===== config.mk =====
export PLATFORM = sky130hd
export DESIGN_NAME = iszx_exec
export DESIGN_NICKNAME = d
export VERILOG_FILES = /design/src/iszx_pkg.sv /design/src/iszx_exec.sv
export SDC_FILE = /design/constraint.sdc
export NUM_CORES = 1
export LEC_CHECK = 0
export ABC_AREA = 1
export BUFFER_PORTS_ARGS = -buffer_cell sky130_fd_sc_hd__buf_2
export CAP_MARGIN = 15
export CELL_PAD_IN_SITES_DETAIL_PLACEMENT = 1
export CELL_PAD_IN_SITES_GLOBAL_PLACEMENT = 1
export CORE_AREA = 2 2 63 65
export DETAILED_ROUTE_END_ITERATION = 10
export DIE_AREA = 0 0 65 67
export PLACE_DENSITY = 0.85
export SLEW_MARGIN = 25
export SYNTH_ARGS = -nofsm -noshare
export SYNTH_HDL_FRONTEND = slang
export SYNTH_SLANG_ARGS = --single-unit

===== constraint.sdc =====
create_clock -name i_mclk -period 1.25 [get_ports i_mclk]
set_clock_uncertainty 0.05 [all_clocks]
set_input_delay 0.1875 -clock i_mclk [delete_from_list [all_inputs] [get_ports i_mclk]]
set_output_delay 0.1875 -clock i_mclk [all_outputs]
set_load 0.02 [all_outputs]

===== src/iszx_pkg.sv =====
// Constants for the increment-and-skip-if-zero execution block.
// Assumes a 12-bit instruction word and an 8-bit data path.
package iszx_pkg;
    localparam int INSN_W = 12;
    localparam int DATA_W = 8;
    localparam int ADDR_W = 5;
    localparam int OPC_W = 6;
    localparam logic [5:0] OPC_INC_SKZ = 6'h0f;
    localparam int OPC_LSB = 6;
    localparam int DEST_BIT = 5;
    localparam int ADDR_LSB = 0;
    localparam logic [7:0] DATA_RST = 8'h00;
    localparam logic [7:0] DATA_ONE = 8'h01;
    localparam logic [7:0] DATA_ZERO = 8'h00;
    localparam logic [4:0] ADDR_RST = 5'h00;
    localparam int CYC_NO_SKIP = 1;
    localparam int CYC_SKIP = 2;
    typedef enum logic [0:0] {ISZX_RUN, ISZX_FLUSH} iszx_state_t;
endpackage


===== src/iszx_exec.sv =====
// Execution unit for the increment-and-skip-if-zero instruction.
// Assumes the fetch pipeline presents one word per instruction cycle and the
// file-register datapath returns the addressed byte combinationally and writes
// back to the address it was shown in the decode cycle.
`timescale 1ns/1ps
module iszx_exec
    import iszx_pkg::*;
(
    input wire logic i_mclk,
    input wire logic i_rstn,
    input wire logic i_insn_vld,
    input wire logic [iszx_pkg::INSN_W-1:0] i_insn,
    input wire logic [iszx_pkg::DATA_W-1:0] i_file_rdata,
    output logic [iszx_pkg::ADDR_W-1:0] o_file_addr,
    output logic o_file_we,
    output logic [iszx_pkg::DATA_W-1:0] o_file_wdata,
    output logic o_w_we,
    output logic [iszx_pkg::DATA_W-1:0] o_w_wdata,
    output logic o_status_we,
    output logic o_flush,
    output logic o_exec_nop
);
    import iszx_pkg::*;

    // ------------------------------------------------------------
    // Decode
    // ------------------------------------------------------------
    logic hit;
    logic dest_f;
    logic [ADDR_W-1:0] addr;
    logic [DATA_W-1:0] sum;
    logic zero;
    iszx_state_t state_q;
    iszx_state_t state_d;

    always_comb
    begin
        // A flushed slot executes nothing, even if it decodes as a hit
        hit = i_insn_vld && (state_q == ISZX_RUN)
            && (i_insn[OPC_LSB +: OPC_W] == OPC_INC_SKZ);
        dest_f = i_insn[DEST_BIT];
        addr = i_insn[ADDR_LSB +: ADDR_W];
        sum = i_file_rdata + DATA_ONE;
        zero = (sum == DATA_ZERO);
    end

    // ------------------------------------------------------------
    // Registered results and skip sequencing
    // ------------------------------------------------------------
    logic [ADDR_W-1:0] file_addr_q, file_addr_d;
    logic file_we_q, file_we_d;
    logic [DATA_W-1:0] file_wdata_q, file_wdata_d;
    logic w_we_q, w_we_d;
    logic [DATA_W-1:0] w_wdata_q, w_wdata_d;

    always_comb
    begin
        state_d = ISZX_RUN;
        file_addr_d = addr;
        file_we_d = 1'b0;
        file_wdata_d = file_wdata_q;
        w_we_d = 1'b0;
        w_wdata_d = w_wdata_q;
        case (state_q)
            ISZX_RUN:
            begin
                if (hit)
                begin
                    if (dest_f)
                    begin
                        file_we_d = 1'b1;
                        file_wdata_d = sum;
                    end
                    else
                    begin
                        w_we_d = 1'b1;
                        w_wdata_d = sum;
                    end
                    if (zero)
                    begin
                        state_d = ISZX_FLUSH;
                    end
                end
            end
            ISZX_FLUSH:
            begin
                state_d = ISZX_RUN;
            end
            default:
            begin
                state_d = ISZX_RUN;
            end
        endcase
    end

    always_ff @(posedge i_mclk)
    begin
        if (!i_rstn)
        begin
            state_q <= ISZX_RUN;
            file_addr_q <= ADDR_RST;
            file_we_q <= 1'b0;
            file_wdata_q <= DATA_RST;
            w_we_q <= 1'b0;
            w_wdata_q <= DATA_RST;
        end
        else
        begin
            state_q <= state_d;
            file_addr_q <= file_addr_d;
            file_we_q <= file_we_d;
            file_wdata_q <= file_wdata_d;
            w_we_q <= w_we_d;
            w_wdata_q <= w_wdata_d;
        end
    end

    // ------------------------------------------------------------
    // Outputs
    // ------------------------------------------------------------
    // Read address is combinational so the operand is seen in the decode cycle
    assign o_file_addr = (state_q == ISZX_RUN && i_insn_vld) ? addr : file_addr_q;
    assign o_file_we = file_we_q;
    assign o_file_wdata = file_wdata_q;
    assign o_w_we = w_we_q;
    assign o_w_wdata = w_wdata_q;
    assign o_status_we = 1'b0;
    assign o_flush = hit && zero;
    assign o_exec_nop = (state_q == ISZX_FLUSH);
endmodule


Word level (Yosys, flattened, before mapping)
Cells that the tools add are included.
- add/subtract/negate cells: 1
- $mul: 0
- div/mod/pow operators: 0
- magnitude comparators: 0
- eq/ne operators: 1
- shifts and indexed selects: 0
- multiplexer cells: 6
- bitwise operators: 4
- reduce and logical (&&, ||, !) cells: 7
- operators by type and width (kind ; number):
    8-bit by 1-bit adder with 8-bit output (second input constant) ; 1
    8-bit zero test ; 1
    6-bit by 4-bit equality test with 1-bit output (second input constant) ; 1
    3-bit AND reduction ; 2
    5-bit two-way mux ; 1
    1-bit two-way mux ; 4
    1-bit NOT ; 4
    1-bit logical AND ; 3
    3-bit OR reduction ; 1
    1-bit one-hot mux with 2 select lines ; 1
- flip-flop bits (word level): 24
- latch bits: 0
- RAM bits: 0
- memory bits (read-only): 0
- input port bits: 23
- output and inout bits: 26
- logic and storage cells: 25
- memories: 0

Longest topological paths before layout
- word-level depth: 5
- depth in mapped cells: 8
- gate-level depth less buffers: 8

Least setup slack after synthesis
Ideal clock, no wire load.
- kind: input -> output
- from: input port i_file_rdata[0] (netlist bit)
- to: output port o_flush
- data arrival time: 1.155 ns
- data required time: 1.013 ns
- path slack: -0.142 ns
- stages: 7
- buffers on the path: 0
- cells stage by stage: ha_1 -> nand3_1 -> o21ai_0 -> nand2_1 -> nor2_1 -> nand2_1 -> nor2_1
- word-level cells in the longest chain between the ends: 3
- ends and longest elaborated chain (what ; line ; source):
    start, declared ; iszx_exec.sv:13 ; input wire logic [iszx_pkg::DATA_W-1:0] i_file_rdata,
    8-bit by 1-bit adder with 8-bit output ; iszx_exec.sv:43 ; sum = i_file_rdata + DATA_ONE;
    8-bit zero test ; iszx_exec.sv:44 ; zero = (sum == DATA_ZERO);
    1-bit logical AND ; iszx_exec.sv:128 ; assign o_flush = hit && zero;
    end, declared ; iszx_exec.sv:20 ; output logic o_flush,
No other way between the ends.

Final worst setup path
- from: register state_q, in the netlist o_exec_nop
- to: output port o_file_addr[1] (netlist bit)
- word-level cells in the longest chain between the ends: 3
- ends and longest elaborated chain (what ; line ; source):
    start, declared ; iszx_exec.sv:33 ; iszx_state_t state_q;
    start signal, assigned ; iszx_exec.sv:109 ; state_q <= state_d;
    1-bit NOT (no line) ; -- ;
    1-bit logical AND ; iszx_exec.sv:122 ; assign o_file_addr = (state_q == ISZX_RUN && i_insn_vld) ? addr : file_addr_q;
    5-bit two-way mux ; iszx_exec.sv:122 ;
    end, declared ; iszx_exec.sv:14 ; output logic [iszx_pkg::ADDR_W-1:0] o_file_addr,
No other way between the ends.

==> run_results.csv <==
group,metric,value,unit
grt,antenna_found_initial,0,
placed_design,dp_hpwl,2.40,mm
yosys,netlist.area_leader.share,0.437,
grt,track_usage,0.186,
die,floorplan_die_width,65,um
grt,via_count_of_the_first_global_routing_pass,1250,
final_layout,antenna-diode-count,0,
pwr,power_leakage,0.992,nW
yosys,post-synth-top-area-cell,"sky130_fd_sc_hd__dfxtp_1",
pwr,power.switching,0.442,mW
die,floorplan.die_area,0.00436,mm^2
setup_path,crit_fanout,6,
timing,period_needed,1.47,ns
final_layout,postLayoutCellArea,0.00193,mm^2
die,placement_rows,22,
pwr,power.combinational.fraction,0.176,
timing,finalSetupViolations,23,
yosys,part_of_the_yosys_area_used_for_sequential_elements,0.437,
drt,drt_iter0_drc,39,
cts,insertion_delay,0.27,ns
grt,wire_length_of_the_first_global_routing_pass,6.00,mm
drt,vias_per_cell,4.67,
drt,drtPass1Iterations,4,
run,cap_viol_max_count,0,
drt,drt-total-wl,4.34,mm
timing,grt_setup_unrepaired,"true",
setup_path,critPathKind,"reg2out",
die,core_area,0.00361,mm^2
grt,grt_start_max_net_pins,18,
placed_design,detailedPlace.worstSlack,-0.318,ns
final_layout,nets,243,
timing,max_freq,0.681,GHz
outcome,outcome,"finished with violations",
drt,num_vias,1242,
cts,clock_sinks,24,
pwr,design_power_total,1.79,mW
timing,fin_ws,-0.218,ns
die,start_util,0.305,
die,io_pins,49,
timing,timing.max_slew.rel_slack,0.643,
pwr,irDropWorstVdd,0.400,mV
drt,ant_nets,0,
placed_design,portBuffers,47,
yosys,flip_flop_and_latch_count_after_synthesis,24,
final_layout,synthToLayoutAreaGrowth,75.2,%
final_layout,commonest_non_fill_non_tap_cells_in_the_layout,"sky130_fd_sc_hd__buf_2 (40), sky130_fd_sc_hd__nand2_1 (33), sky130_fd_sc_hd__dfxtp_1 (23), sky130_fd_sc_hd__buf_4 (17), sky130_fd_sc_hd__inv_1 (14)",
min_path,timing.hold.worst.class,"in2reg",
drt,detail_route.drc_violations,0,
pwr,netSwitchingFraction,0.247,
placed_design,dpl_cell_area,0.00148,mm^2
yosys,synthesized_area,0.00110,mm^2
final_layout,drive_above_1_share,0.587,
cts,cts_made_buffers,3,
cts,clockRootBuffer,"sky130_fd_sc_hd__clkbuf_8",
setup_path,reg2reg_slack,-0.13,ns
cts,ctsLongestPathBuffers,2,
cts,clock_tree.htree_level_count,1,
grt,grt.overflow.total,0,
setup_path,start_kind,"register",
timing,final_hold_viols,0,
setup_path,r2r_cells,8,
pwr,reg_power_frac,0.436,
setup_path,critPathCaptureType,"primary output",
cts,ctsHoldBuffers,0,
pwr,power.density,927,mW/mm^2
timing,max_slew.worst_pin.slew,0.534,ns
yosys,synth_cell_types,25,
yosys,synth_warnings,0,
min_path,hold_depth,3,
final_layout,layout_commonest_cell,"sky130_fd_sc_hd__buf_2",
yosys,postSynthAreaPerCell,7.43,um^2
yosys,syn_nets,172,
setup_path,critical_path_required,1.01,ns
final_layout,n_fill_cell,446,
pwr,intPower,1.34,mW
pwr,pwr-share-clk,0.389,
cts,cts_tree,"done",
drt,post_drt_wl_per_cell,16.3,um
yosys,synth_cells,148,
die,floorplan.die.height,67,um
timing,max_slew_violation_total_from_the_final_report,0,
setup_path,worstPathArrival,1.23,ns
outcome,violations_in_the_final_reports,"setup timing",
placed_design,place.gp.congestion,0.813,
cts,cts.reportedPaths.clkPinSlew,0.09,ns
timing,totalNegativeSetupSlack,-2.53,ns
yosys,synthTopCellsByArea,"sky130_fd_sc_hd__dfxtp_1 (44%), sky130_fd_sc_hd__nand2_1 (19%), sky130_fd_sc_hd__a21oi_1 (6.4%)",
timing,fin_crit_share,1.17,
state kept, by name (all words and copies together) (netlist names):
register,count
o_w_we,1
file_addr_q,5
o_file_we,1
o_exec_nop,1
o_file_wdata,8
o_w_wdata,8
metrics by stage:
step	cells	hold slack, ns	utilization
3_5_place_dp	252	0.343	0.411
6_report	266	0.0594	0.534
4_1_cts	261	0.0611	0.470
2_1_floorplan	148	0.210	-
3_3_place_gp	252	0.330	0.411
5_1_grt	266	0.0621	0.534
final cells by class:
cell class	instances	area (um^2)	share of cell area
clock inverter	1	30.0	0.0156
timing repair buffer	66	429	0.223
multi-input combinational	106	797	0.414
clock buffer	3	41.3	0.0214
inverter	18	87.6	0.0455
sequential	24	482	0.250
tap	48	60.1	0.0312
critical path: stages, from the launching register on:
cell and delay (ns):
sky130_fd_sc_hd__dfxtp_2 0.36, sky130_fd_sc_hd__inv_4 0.05, sky130_fd_sc_hd__nand2_8 0.09, sky130_fd_sc_hd__mux2_4 0.32, sky130_fd_sc_hd__buf_6 0.14
repair_timing:
item	4_1_cts	5_1_grt
buffers inserted	3	5
pin swaps	4	17
cloned	2	0
resized for setup	25	53
setup endpoints to repair	22	24
power groups by stage:
stage	logic, mW	registers (mW)	clock network (mW)
2_1_floorplan	0.103	0.795	0
3_3_place_gp	0.210	0.794	0
3_5_place_dp	0.215	0.795	0
4_1_cts	0.263	0.777	0.701
5_1_grt	0.332	0.779	0.744
6_report	0.314	0.778	0.694
synth_stat cells (all sizes together):
| library cell | number |
|---|---|
| inv | 15 |
| nand3b | 2 |
| o21ai | 2 |
| nor2 | 12 |
| a21oi | 16 |
| dfxtp | 24 |
| conb | 1 |
| mux2 | 5 |
| nand2 | 57 |
| nand4 | 2 |
| nor3 | 1 |
| ha | 1 |
| nand3 | 5 |
| clkinv | 3 |
| buf | 2 |
final timing paths:
check	start	to
hold / removal	i_insn[0]	file_addr_q[0]
setup / recovery	o_exec_nop	o_file_addr[1]
hold reg to reg	o_file_wdata[0]	o_file_wdata[0]
setup reg to reg	o_exec_nop	o_file_wdata[3]
layer usage:
layer  up-vias  share of wire  GRT usage
met5         -              0          0
met4         0          0.014     0.0798
met3         7          0.048     0.0389
met2        43           0.57      0.366
met1       584           0.37      0.188
li1        608              -          -
cells by family after synthesis:
logic type | Yosys count | synth area share
other | 1 | 0.00341
DFF | 24 | 0.437
and+or+nand+nor | 79 | 0.330
AOI/OAI and AO/OA | 18 | 0.0887
muxes | 5 | 0.0512
adders and majority gates | 1 | 0.0114
buffers and inverters | 20 | 0.0785
No activity file was read; power rests on OpenSTA's default activity.
